**src/verilog/seq_pkg.sv**
```systemverilog
package seq_pkg;

  localparam int PC_W      = 10;
  localparam int ACC_W     = 4;
  localparam int RAM_AW    = 5;
  localparam int RAM_DW    = 5;
  localparam int RAM_WORDS = 32;
  localparam int ROM_STEPS = 1002;
  localparam int LVL_W     = 2;
  localparam int PIN_W     = 4;

  // Instruction word fields
  localparam int OP_MSB    = 9;
  localparam int OP_LSB    = 6;
  localparam int ARG_MSB   = 5;
  localparam int HALT_BIT  = 0;
  localparam int PTEST_LVL = 4;
  localparam int PTEST_SRC = 5;
  localparam int ALU_MSB   = 5;
  localparam int ALU_LSB   = 4;

  localparam logic [PC_W-1:0]   PC_RESET      = 10'h000;
  localparam logic [PC_W-1:0]   ROM_LAST      = 10'(ROM_STEPS - 1);
  localparam logic [PC_W-1:0]   STEP_INC      = 10'h001;
  localparam logic [PC_W-1:0]   CALL_SAVE_INC = 10'h001;
  localparam logic [PC_W-1:0]   RET_INC       = 10'h002;
  localparam logic [LVL_W-1:0]  LVL_RESET     = 2'h0;
  localparam logic [LVL_W-1:0]  LVL_MAX       = 2'h3;
  localparam logic [LVL_W-1:0]  LVL_STEP      = 2'h1;
  localparam logic [RAM_AW-1:0] STACK_TOP     = 5'h0f;
  localparam logic [RAM_AW-1:0] HI_BANK       = 5'h10;
  localparam logic [RAM_AW-1:0] PTR_ADDR      = 5'h00;
  localparam logic [ACC_W-1:0]  ACC_RESET     = 4'h0;
  localparam logic [ACC_W-1:0]  ACC_ONES      = 4'hf;
  localparam logic [ACC_W-1:0]  ACC_ONE       = 4'h1;

  localparam logic [3:0] OP_NOP  = 4'h0;
  localparam logic [3:0] OP_JUMP = 4'h1;
  localparam logic [3:0] OP_JCY  = 4'h2;
  localparam logic [3:0] OP_JST  = 4'h3;
  localparam logic [3:0] OP_CALL = 4'h4;
  localparam logic [3:0] OP_EXIT = 4'h5;
  localparam logic [3:0] OP_LDI  = 4'h6;
  localparam logic [3:0] OP_INC  = 4'h7;
  localparam logic [3:0] OP_ROTL = 4'h8;
  localparam logic [3:0] OP_ONES = 4'h9;
  localparam logic [3:0] OP_PIN  = 4'ha;
  localparam logic [3:0] OP_LDM  = 4'hb;
  localparam logic [3:0] OP_STM  = 4'hc;
  localparam logic [3:0] OP_TBL  = 4'hd;
  localparam logic [3:0] OP_JMPM = 4'he;
  localparam logic [3:0] OP_ALU  = 4'hf;

  localparam logic [1:0] ALU_ADD = 2'h0;
  localparam logic [1:0] ALU_AND = 2'h1;
  localparam logic [1:0] ALU_OR  = 2'h2;
  localparam logic [1:0] ALU_XOR = 2'h3;

  // Synchroniser vector: {all_clear_n, wake_in, serial_in, pin_state}
  localparam int              SYNC_W     = 7;
  localparam int              SYNC_AC    = 6;
  localparam int              SYNC_WAKE  = 5;
  localparam int              SYNC_SER   = 4;
  localparam logic [SYNC_W-1:0] SYNC_RESET = 7'h40;

  typedef enum logic [1:0] {ST_FETCH, ST_TARGET, ST_TABLE, ST_HALT} seq_state_t;

endpackage : seq_pkg

```
**src/verilog/data_store_if.sv**
```systemverilog
`timescale 1ns/10ps
interface data_store_if;
  logic [4:0] rd_addr;
  logic [4:0] rd_data;
  logic [1:0] stk_idx;
  logic [9:0] stk_rd;
  logic       stk_we;
  logic [9:0] stk_wd;
  logic       wr_en;
  logic [4:0] wr_addr;
  logic [4:0] wr_data;
  logic [7:0] ptr;

  modport core
  (
    output rd_addr, stk_idx, stk_we, stk_wd, wr_en, wr_addr, wr_data,
    input  rd_data, stk_rd, ptr
  );
  modport store
  (
    input  rd_addr, stk_idx, stk_we, stk_wd, wr_en, wr_addr, wr_data,
    output rd_data, stk_rd, ptr
  );
endinterface : data_store_if

```
**src/verilog/data_store.sv**
```systemverilog
`timescale 1ns/10ps
module data_store
  import seq_pkg::*;
(
  input wire logic        sys_clk,
  data_store_if.store     mem
);

  logic [RAM_DW-1:0] ram_r [RAM_WORDS];
  logic [RAM_AW-1:0] slot_lo;
  logic [RAM_AW-1:0] slot_hi;

  // Stack slot for a level, counting down from the top row
  function automatic logic [RAM_AW-1:0] stack_slot(input logic [LVL_W-1:0] idx);
    stack_slot = STACK_TOP - {3'h0, idx};
  endfunction : stack_slot

  always_comb
  begin
    slot_lo     = stack_slot(mem.stk_idx);
    slot_hi     = slot_lo | HI_BANK;
    mem.rd_data = ram_r[mem.rd_addr];
    mem.stk_rd  = {ram_r[slot_hi], ram_r[slot_lo]};
    mem.ptr     = {ram_r[PTR_ADDR | HI_BANK][ACC_W-1:0], ram_r[PTR_ADDR][ACC_W-1:0]};
  end

  // No reset: contents survive reset and all-clear
  always_ff @(posedge sys_clk)
  begin
    if (mem.wr_en)
    begin
      ram_r[mem.wr_addr] <= mem.wr_data;
    end
    if (mem.stk_we)
    begin
      ram_r[slot_hi] <= mem.stk_wd[PC_W-1:RAM_DW];
      ram_r[slot_lo] <= mem.stk_wd[RAM_DW-1:0];
    end
  end

endmodule : data_store

```
**src/verilog/program_sequencer_core.sv**
```systemverilog
// Notes on behaviour
// - 10-bit counter advances by instruction length
// - Jumps load target from immediate or memory
// - Call saves counter plus one, then jumps
// - Return loads saved value plus two
// - Reset or all-clear zeroes the counter
// - 2-bit stack level counts calls and returns
// - Level zero selects top word; higher go lower
// - Stack overflow or underflow resets the counter
// - Fetch 10-bit words from 1002-step program memory
// - 32 by 5 data memory, kept through reset
// - Table address is pointer pair plus page
// - 4-bit accumulator, cleared to zero by reset
// - 4-bit ALU works on accumulator data
// - Pin test match sets status flag
// - Increment or rotate carry sets carry flag
// - All-ones test sets carry flag
// - Oscillator-stop mode only sets clock_stopped while halted
// - Two control bits give table address top
// - Rotate feeds top bit or serial pin
`timescale 1ns/10ps
module program_sequencer_core
  import seq_pkg::*;
(
  input  wire logic             sys_clk,
  input  wire logic             rstn,
  input  wire logic             all_clear_n,
  output logic [PC_W-1:0]       rom_addr,
  input  wire logic [PC_W-1:0]  rom_data,
  input  wire logic [PIN_W-1:0] pin_state,
  input  wire logic             serial_in,
  input  wire logic             wake_in,
  input  wire logic [1:0]       table_page,
  input  wire logic             rl_from_serial,
  input  wire logic             osc_stop_select,
  output logic [ACC_W-1:0]      acc,
  output logic                  carry_flag,
  output logic                  status_flag,
  output logic [LVL_W-1:0]      stack_level,
  output logic                  cpu_fault,
  output logic                  clock_stopped,
  output logic                  halted
);

  data_store_if mem ();

  data_store u_store
  (
    .sys_clk (sys_clk),
    .mem     (mem.store)
  );

  // Three-stage input synchronisers
  logic [SYNC_W-1:0] sync_in;
  logic [SYNC_W-1:0] s1_r, s2_r, s3_r, filt_r;
  logic [SYNC_W-1:0] s1_nxt, s2_nxt, s3_nxt, filt_nxt;

  assign sync_in = {all_clear_n, wake_in, serial_in, pin_state};

  genvar gi;
  generate
    for (gi = 0; gi < SYNC_W; gi++)
    begin : g_sync
      always_comb
      begin
        s1_nxt[gi]   = sync_in[gi];
        s2_nxt[gi]   = s1_r[gi];
        s3_nxt[gi]   = s2_r[gi];
        filt_nxt[gi] = (s2_r[gi] == s3_r[gi]) ? s3_r[gi] : filt_r[gi];
      end
    end
  endgenerate

  always_ff @(posedge sys_clk)
  begin
    if (!rstn)
    begin
      s1_r   <= SYNC_RESET;
      s2_r   <= SYNC_RESET;
      s3_r   <= SYNC_RESET;
      filt_r <= SYNC_RESET;
    end
    else
    begin
      s1_r   <= s1_nxt;
      s2_r   <= s2_nxt;
      s3_r   <= s3_nxt;
      filt_r <= filt_nxt;
    end
  end

  logic clear_core;
  assign clear_core = !rstn || !filt_r[SYNC_AC];

  // Counter step that wraps past the last program step
  function automatic logic [PC_W-1:0] pc_add(input logic [PC_W-1:0] base,
                                              input logic [PC_W-1:0] step);
    logic [PC_W:0] sum;
    sum = {1'b0, base} + {1'b0, step};
    if (sum > {1'b0, ROM_LAST})
      pc_add = PC_W'(sum - {1'b0, ROM_LAST} - 11'h001);
    else
      pc_add = sum[PC_W-1:0];
  endfunction : pc_add

  // Sequencer state
  seq_state_t        state_r, state_nxt;
  logic [PC_W-1:0]   pc_r, pc_nxt;
  logic [PC_W-1:0]   addr_r, addr_nxt;
  logic [3:0]        op_r, op_nxt;
  logic [LVL_W-1:0]  lvl_r, lvl_nxt;
  logic [ACC_W-1:0]  acc_r, acc_nxt;
  logic              c_r, c_nxt;
  logic              f_r, f_nxt;
  logic              fault_r, fault_nxt;
  logic              stop_r, stop_nxt;

  logic [3:0]        op;
  logic [ARG_MSB:0]  arg;
  logic [ACC_W:0]    inc_sum;
  logic              rl_in;
  logic              pin_hit;
  logic [ACC_W-1:0]  alu_res;
  logic [ACC_W-1:0]  imm;

  assign op  = rom_data[OP_MSB:OP_LSB];
  assign arg = rom_data[ARG_MSB:0];
  assign imm = arg[ACC_W-1:0];

  always_comb
  begin
    inc_sum  = {1'b0, acc_r} + {1'b0, ACC_ONE};
    rl_in    = rl_from_serial ? filt_r[SYNC_SER] : acc_r[ACC_W-1];
    if (arg[PTEST_SRC])
      pin_hit = (filt_r[SYNC_SER] == arg[PTEST_LVL]);
    else
      pin_hit = ((filt_r[PIN_W-1:0] & imm) == (arg[PTEST_LVL] ? imm : ACC_RESET));
    unique case (arg[ALU_MSB:ALU_LSB])
      ALU_ADD: alu_res = acc_r + imm;
      ALU_AND: alu_res = acc_r & imm;
      ALU_OR:  alu_res = acc_r | imm;
      ALU_XOR: alu_res = acc_r ^ imm;
    endcase
  end

  always_comb
  begin
    state_nxt      = state_r;
    pc_nxt         = pc_r;
    op_nxt         = op_r;
    lvl_nxt        = lvl_r;
    acc_nxt        = acc_r;
    c_nxt          = c_r;
    f_nxt          = f_r;
    fault_nxt      = 1'b0;
    stop_nxt       = stop_r;
    mem.rd_addr    = arg[RAM_AW-1:0];
    mem.stk_idx    = lvl_r;
    mem.stk_we     = 1'b0;
    mem.stk_wd     = pc_add(pc_r, CALL_SAVE_INC);
    mem.wr_en      = 1'b0;
    mem.wr_addr    = arg[RAM_AW-1:0];
    mem.wr_data    = {1'b0, acc_r};
    unique case (state_r)
      ST_FETCH:
      begin
        pc_nxt = pc_add(pc_r, STEP_INC);
        unique case (op)
          OP_NOP:
          begin
            if (arg[HALT_BIT])
            begin
              state_nxt = ST_HALT;
              stop_nxt  = osc_stop_select;
            end
          end
          OP_JUMP, OP_JCY, OP_JST, OP_CALL:
          begin
            op_nxt    = op;
            pc_nxt    = pc_r;
            state_nxt = ST_TARGET;
          end
          OP_EXIT:
          begin
            mem.stk_idx = lvl_r - LVL_STEP;
            if (lvl_r == LVL_RESET)
            begin
              pc_nxt    = PC_RESET;
              lvl_nxt   = LVL_RESET;
              fault_nxt = 1'b1;
            end
            else
            begin
              lvl_nxt = lvl_r - LVL_STEP;
              pc_nxt  = pc_add(mem.stk_rd, RET_INC);
            end
          end
          OP_LDI:  acc_nxt = imm;
          OP_INC:
          begin
            acc_nxt = inc_sum[ACC_W-1:0];
            c_nxt   = inc_sum[ACC_W];
          end
          OP_ROTL:
          begin
            acc_nxt = {acc_r[ACC_W-2:0], rl_in};
            c_nxt   = acc_r[ACC_W-1];
          end
          OP_ONES: c_nxt = (acc_r == ACC_ONES);
          OP_PIN:  f_nxt = pin_hit;
          OP_LDM:  acc_nxt = mem.rd_data[ACC_W-1:0];
          OP_STM:  mem.wr_en = 1'b1;
          OP_TBL:  state_nxt = ST_TABLE;
          OP_JMPM: pc_nxt = {pc_r[PC_W-1:RAM_DW], mem.rd_data};
          OP_ALU:  acc_nxt = alu_res;
        endcase
      end
      ST_TARGET:
      begin
        state_nxt = ST_FETCH;
        pc_nxt    = pc_add(pc_r, RET_INC);
        unique case (op_r)
          OP_JUMP: pc_nxt = rom_data;
          OP_JCY:  pc_nxt = c_r ? rom_data : pc_add(pc_r, RET_INC);
          OP_JST:  pc_nxt = f_r ? rom_data : pc_add(pc_r, RET_INC);
          OP_CALL:
          begin
            if (lvl_r == LVL_MAX)
            begin
              pc_nxt    = PC_RESET;
              lvl_nxt   = LVL_RESET;
              fault_nxt = 1'b1;
            end
            else
            begin
              mem.stk_we = 1'b1;
              lvl_nxt    = lvl_r + LVL_STEP;
              pc_nxt     = rom_data;
            end
          end
          default: pc_nxt = pc_add(pc_r, RET_INC);
        endcase
      end
      ST_TABLE:
      begin
        acc_nxt   = rom_data[ACC_W-1:0];
        state_nxt = ST_FETCH;
      end
      ST_HALT:
      begin
        if (filt_r[SYNC_WAKE])
        begin
          state_nxt = ST_FETCH;
          stop_nxt  = 1'b0;
        end
      end
    endcase
    // Program memory address for the next cycle
    if (state_nxt == ST_TABLE)
      addr_nxt = {table_page, mem.ptr};
    else if (state_nxt == ST_TARGET)
      addr_nxt = pc_add(pc_r, STEP_INC);
    else
      addr_nxt = pc_nxt;
  end

  always_ff @(posedge sys_clk)
  begin
    if (clear_core)
    begin
      state_r <= ST_FETCH;
      pc_r    <= PC_RESET;
      addr_r  <= PC_RESET;
      op_r    <= OP_NOP;
      lvl_r   <= LVL_RESET;
      acc_r   <= ACC_RESET;
      c_r     <= 1'b0;
      f_r     <= 1'b0;
      fault_r <= 1'b0;
      stop_r  <= 1'b0;
    end
    else
    begin
      state_r <= state_nxt;
      pc_r    <= pc_nxt;
      addr_r  <= addr_nxt;
      op_r    <= op_nxt;
      lvl_r   <= lvl_nxt;
      acc_r   <= acc_nxt;
      c_r     <= c_nxt;
      f_r     <= f_nxt;
      fault_r <= fault_nxt;
      stop_r  <= stop_nxt;
    end
  end

  assign rom_addr      = addr_r;
  assign acc           = acc_r;
  assign carry_flag    = c_r;
  assign status_flag   = f_r;
  assign stack_level   = lvl_r;
  assign cpu_fault     = fault_r;
  assign clock_stopped = stop_r;
  assign halted        = (state_r == ST_HALT);

endmodule : program_sequencer_core

```
**config.mk**
```make
export PLATFORM = sky130hd
export DESIGN_NAME = program_sequencer_core
export DESIGN_NICKNAME = d
export VERILOG_FILES = /design/src/verilog/seq_pkg.sv /design/src/verilog/data_store_if.sv /design/src/verilog/data_store.sv /design/src/verilog/program_sequencer_core.sv
export SDC_FILE = /design/constraint.sdc
export NUM_CORES = 1
export LEC_CHECK = 0
export BUFFER_PORTS_ARGS = -buffer_cell sky130_fd_sc_hd__buf_2
export CAP_MARGIN = 10
export CORE_AREA = 2 2 146 148
export CTS_CLUSTER_DIAMETER = 30
export DETAILED_ROUTE_END_ITERATION = 8
export DIE_AREA = 0 0 148 150
export PLACE_DENSITY = 0.84
export SLEW_MARGIN = 20
export SYNTH_ARGS = -nofsm -noshare
export SYNTH_HDL_FRONTEND = slang
export SYNTH_SLANG_ARGS = --single-unit
```
**constraint.sdc**
```tcl
create_clock -name sys_clk -period 9.4 [get_ports sys_clk]
set_input_delay 0 -clock sys_clk [delete_from_list [all_inputs] [get_ports sys_clk]]
set_output_delay 0 -clock sys_clk [all_outputs]
set_load 0.03 [all_outputs]
```
==> out/results.txt, run 1 <==
Via count: 10092
Cell area after synthesis: 0.0124 sq mm
DRC errors left: 0
Setup slack, reg-to-reg: 4.24 ns
YS warnings: 0
FF-to-FF End: rom_addr[7]
Max Cap Violations: 0
Fmax: 194 MHz
Pwr dens: 205 mW/mm^2
Startpoint Class: flip-flop
Period minus WS final: 5.16 ns
Antenna diodes: 0
Crit share post-route: 54.9%
Total track usage: 33.9%
Rel. slew slack: 17.5%
Leak Pwr: 5.16 nW
Hold Crit Class: input pin to flip-flop
Worst path required time: 9.82 ns
DR pass1 iterations: 7
DRT Wirelength: 37600 microns
Crit-path slowest cell: ha_1
IO Port Bufs: 43
Placer Congestion: 0.974
Crit path largest cell delay: 0.82 ns
Peak VDD IR: 0.000334 V
Fillers: 1378
Total Power: 2.94 mW
Starting DRT DRC Count: 1683
Initial antenna violation count: 1
Pre-CTS WS: 4.32 ns
Area grow syn2layout: 15.9%
Buf+Inv Stages, Crit Path: 2
Vias in the first global route: 9681
# resized after CTS: 0
Ys flop type: edfxtp_1
Largest net degree at the start of global routing: 51
Ports: 44
Core box area: 0.0207 sq mm
Root buffer cell: clkbuf_16
Placed inst area: 0.0127 sq mm
Hold-critical path depth: 3
Via/cell ratio: 6.97
Die Area: 0.0222 sq mm
Setup Crit Path Kind: flip-flop to flip-flop
Drt wl/cell: 26.0 microns
Cells after Synth: 1097
Number of cells on the worst reg-to-reg path: 13
# Post-CTS Setup Buffers: 0
Placed cells: 1353
#FFs+latches synth: 224
Final setup viols: 0
Reg2reg start: stack_level[1]
Max Clock Skew: 0.0563 ns
Global Route met3 Usage: 7.16%
Unique masters post-synth: 89
Layout Utilization: 69.4%
CTS tree: yes
Met1 Usage GRT: 43.3%
Post-DRT Antenna Nets: 0
Syn_area_per_cell: 11.3 sq um
Post-DP HPWL: 22800 microns
Global-route wire length before repair: 57200 microns
Worst Tran Pin Value: 1.23 ns
Seq/Total Area, Yosys: 49.2%
Share of cells above drive strength 1: 18.0%
Cell Chain, Critical Path: clkinv_1 -> ha_1 -> mux2i_1 -> mux4_2 -> clkinv_2 -> ha_1 -> nand2_1 -> or3b_2 -> o211ai_2 -> nand4_1 -> a311oi_1 -> a211oi_1 -> a31o_1
CTS clk-pin slew, worst paths: 0.05 ns
# clock sinks: 224
Chip Width: 148 microns
Kind of cell adding the most delay to the critical path: adder cells
Crit Path Max Fanout: 17
Met2 usage: 55.4%
Clock Latency Late Sink: 0.56 ns
Overflow after GRT: 0
Critical Path AT: 5.58 ns
Status: finished, final reports clean
Commonest cells after routing, fill and taps aside: edfxtp_1, nor2_1, nand2_1
CTS Buf Count: 40
Layer with the highest usage: met2
Final Max Tran Viols: 0
Post-Syn Nets: 1142
TNS Setup: 0 ns
Worst hold endpoint: op_r[2]
H-tree depth: 2
Post-route cell area: 0.0144 sq mm
Rows: 53
Post-synth ARST share: 0%
CP startpoint: stack_level[1]
Cell repeated most along the worst path: ha_1
CP Capture Type: flip-flop
RSZ-0062 raised after global routing: no
EDFF count, synth: 160
Non-filler cells in the finished layout: 1448
Fin Hold WS: 0.152 ns
Final #Nets: 1186
CTS Buffer Depth: 3
Most common cell after layout, fill and taps aside: edfxtp_1
Starting Density: 59.8%
Min-Delay Startpoint: rom_data[9]
Final setup margin: 4.24 ns
Endpoints failing hold: 0
Die Ht: 150 microns
==> worst max path at each step <==
stage | to | slack [ns] | cells after the start
after floorplan | rom_addr[7] | 5.13 | 17
after global placement | u_store.ram_r[13][4] | 4.54 | 8
after detailed placement | rom_addr[7] | 4.32 | 14
after CTS | rom_addr[7] | 4.31 | 14
after global routing | rom_addr[7] | 3.99 | 14
final | rom_addr[7] | 4.24 | 13
==> worst min-delay path, cell delays in order <==
cell     delay [ns]
buf_2          0.25
o31ai_1        0.29
a21oi_1        0.06
==> power breakdown <==
group | internal (mW) | switching, mW
clock | 0.994 | 0.540
sequential | 1.08 | 0.0215
combinational | 0.111 | 0.199
==> cells in the mapped netlist, types with 15 or more instances <==
cell	instances	area, sq um
inv_1	35	131
a21oi_1	61	305
dfxtp_1	64	1280
xnor2_1	18	158
o21ai_0	40	200
and2_1	28	175
nand3_1	25	125
mux2i_1	28	280
nor3_1	22	110
clkbuf_1	47	176
nand2_1	86	323
ha_1	21	263
edfxtp_1	160	4800
mux4_2	61	1370
a31oi_1	15	93.8
nor2_1	115	432
==> layer usage <==
metal / up-vias / routed length, microns
li1: 4303 / -
met1: 4784 / 13200
met2: 821 / 18000
met3: 182 / 4230
met4: 2 / 2160
met5: - / 11
==> layout make-up <==
type	count	area [sq um]	area share, %
sequential	224	6090	42.4
clock buffer	51	1110	7.77
tap	275	344	2.40
multi-input combinational	761	5820	40.5
clock inverter	23	332	2.31
inverter	39	148	1.03
timing repair buffer	75	508	3.54
==> flip-flops by register name (all words and copies together), names as in the netlist <==
register and flops:
pc_r 10, carry_flag 1, s3_r 7, s2_r 7, acc 4, clock_stopped 1, cpu_fault 1, rom_addr 10
s1_r 7, state_r 2, u_store.ram_r 160, filt_r 7, stack_level 2, status_flag 1, op_r 4
==> timing repair <==
action / 4_1_cts / 5_1_grt
endpoints found under the hold margin: 34 / 0
setup endpoints to repair: 0 / 0
hold buffers: 21 / 0
==> cell families (layout without fill, tap and decap cells) <==
group / count (synthesis) / after routing / synth area share, %
AOI/OAI and AO/OA: 264 / 264 / 14.9
DFF: 224 / 224 / 49.2
adders and majority gates: 22 / 22 / 2.28
and+or+nand+nor: 354 / 354 / 14.0
muxes: 92 / 92 / 13.6
xor gates and xnor gates: 29 / 29 / 2.05
buffers and inverters: 112 / 188 / 3.96
Note: power is estimated with default switching activity, not from simulation.
==> inputs of run 2 (changes only) <==
==> constraint.sdc (replaced) <==
create_clock -name sys_clk -period 5.1 [get_ports sys_clk]
set_input_delay 0 -clock sys_clk [delete_from_list [all_inputs] [get_ports sys_clk]]
set_output_delay 0 -clock sys_clk [all_outputs]
set_load 0.03 [all_outputs]
==> run 2 against run 1 <==
- via count rose by 0.32%
- combinational power rose by 85%
- first-iteration DRC count fell by 16%
- wire length fell by 1.6%
- hold slack got worse by 0.064 ns
- maximum frequency rose by 11%
- clock power rose by 82%
==> out/results.txt, run 2 (same netlist as run 1, synthesis figures left out) <==
Kind of cell adding the most delay to the critical path: simple AND/OR/NAND/NOR gates
Max Cap Violations: 0
Final Max Tran Viols: 0
Worst Tran Pin Value: 1.20 ns
Clock Latency Late Sink: 0.55 ns
Most flop-heavy register: u_store.ram_r
Startpoint Class: flip-flop
Internal: 3.95 mW
Crit Path Max Fanout: 28
Hold-critical path depth: 3
Crit share post-route: 91.6%
Setup slack, reg-to-reg: 0.43 ns
DR pass1 iterations: 6
Min-Delay Startpoint: rom_data[9]
# Post-CTS Setup Buffers: 0
Final setup margin: 0.427 ns
Cell repeated most along the worst path: inv_1
Reg2reg start: pc_r[0]
Global-route wire length before repair: 56200 microns
H-tree depth: 2
DRT Wirelength: 37000 microns
Post-route cell area: 0.0144 sq mm
Placed cells: 1362
Worst path required time: 5.31 ns
Max Clock Skew: 0.0306 ns
Clock share of power: 51.9%
Root buffer cell: clkbuf_16
TNS Setup: 0 ns
Placed inst area: 0.0128 sq mm
Sw frac: 26.7%
Most common cell after layout, fill and taps aside: edfxtp_1
Crit path largest cell delay: 0.63 ns
Total Power: 5.39 mW
Sequential share of power: 37.5%
DRC errors left: 0
Share of total power in combinational logic: 10.6%
Drt wl/cell: 25.3 microns
Starting Density: 59.8%
Period minus WS final: 4.67 ns
Critical Path AT: 4.89 ns
Share of cells above drive strength 1: 19.1%
Chip Width: 148 microns
CTS Buffer Depth: 3
Fmax: 214 MHz
Worst hold endpoint: op_r[2]
Area grow syn2layout: 16.5%
# clock sinks: 224
Status: finished, final reports clean
Rel. slew slack: 19.7%
RSZ-0062 raised after global routing: no
Initial antenna violation count: 1
Layout Utilization: 69.7%
Post-DRT Antenna Nets: 0
Overflow after GRT: 0
CTS tree: yes
Core box area: 0.0207 sq mm
Fillers: 1386
IO Port Bufs: 43
Via/cell ratio: 6.93
Pwr dens: 373 mW/mm^2
Pre-CTS WS: 0.702 ns
CTS Buf Count: 42
Peak VDD IR: 0.000418 V
Number of cells on the worst reg-to-reg path: 13
Largest net degree at the start of global routing: 34
Fin Hold WS: 0.0880 ns
Die Area: 0.0222 sq mm
Final #Nets: 1197
Endpoints failing hold: 0
Leak Pwr: 5.21 nW
Starting DRT DRC Count: 1406
Switching power: 1.44 mW
Cell Chain, Critical Path: inv_1 -> ha_1 -> inv_1 -> ha_1 -> or4bb_1 -> o221ai_1 -> a21boi_0 -> nor4b_1 -> or2_2 -> nand2_1 -> xnor2_1 -> mux2i_1 -> inv_1
Via count: 10124
Rows: 53
CTS clk-pin slew, worst paths: 0.05 ns
Setup Crit Path Kind: flip-flop to flip-flop
Placer Congestion: 0.961
Vias in the first global route: 9691
Hold Crit Class: input pin to flip-flop
FF-to-FF End: u_store.ram_r[16][1]
Buf+Inv Stages, Crit Path: 3
Final setup viols: 0
Non-filler cells in the finished layout: 1461
Ports: 44
Total track usage: 33.5%
Antenna diodes: 0
Crit-path slowest cell: dfxtp_1
CP Capture Type: flip-flop
Max reg flops: 160
Die Ht: 150 microns
Commonest cells after routing, fill and taps aside: edfxtp_1, nor2_1, nand2_1
Post-DP HPWL: 23600 microns
run 2: cell types whose count changed in the layout (fill, tap and decap cells not counted), sizes merged:
cell,change
buf,+9
bufinv,-2
inv,+4
clkinv,+2
clkbuf,-3
clkinvlp,+3
run 2: power by group through the flow:
| stage | clock [mW] | combinational (mW) | sequential, mW |
|---|---|---|---|
| after floorplan | 0 | 0.379 | 2.06 |
| after global placement | 0 | 0.519 | 2.05 |
| after detailed placement | 0 | 0.528 | 2.05 |
| after CTS | 2.80 | 0.552 | 2.02 |
| after global routing | 2.88 | 0.608 | 2.02 |
| final | 2.79 | 0.572 | 2.02 |
run 2: layer usage:
metal	wire length, microns	track usage, %	vias to the layer above
met5	12	0	-
met4	1980	16.4	2
met3	3990	7.04	170
met2	17700	55.3	756
met1	13300	42.3	4862
li1	-	-	4334
run 2: final cells by class:
class | instances | area, sq um | area share [%]
multi-input cells | 761 | 5810 | 40.3
clock buffers | 48 | 1100 | 7.66
inverters | 39 | 148 | 1.02
clock inverters | 30 | 334 | 2.32
well taps | 275 | 344 | 2.39
flip-flops and latches | 224 | 6090 | 42.2
repair buffers | 84 | 588 | 4.08
run 2: worst max path at each step:
| stage | start | endpoint | slack (ns) | depth (start not counted) |
|---|---|---|---|---|
| after floorplan | stack_level[0] | rom_addr[7] | 0.83 | 17 |
| after global placement | pc_r[0] | u_store.ram_r[20][1] | 0.82 | 13 |
| after detailed placement | pc_r[0] | u_store.ram_r[21][1] | 0.70 | 13 |
| after CTS | pc_r[0] | u_store.ram_r[16][1] | 0.57 | 13 |
| after global routing | pc_r[0] | u_store.ram_r[16][1] | 0.13 | 13 |
| final | pc_r[0] | u_store.ram_r[16][1] | 0.43 | 13 |
run 2: tightest hold or removal path: stages:
cell and delay (ns):
buf_2 0.23, o31ai_1 0.29, a21oi_1 0.06
run 2: what timing repair did:
action	in CTS	in global routing
hold endpoints to repair	34	0
gates resized for setup	0	0
hold buffers	21	0
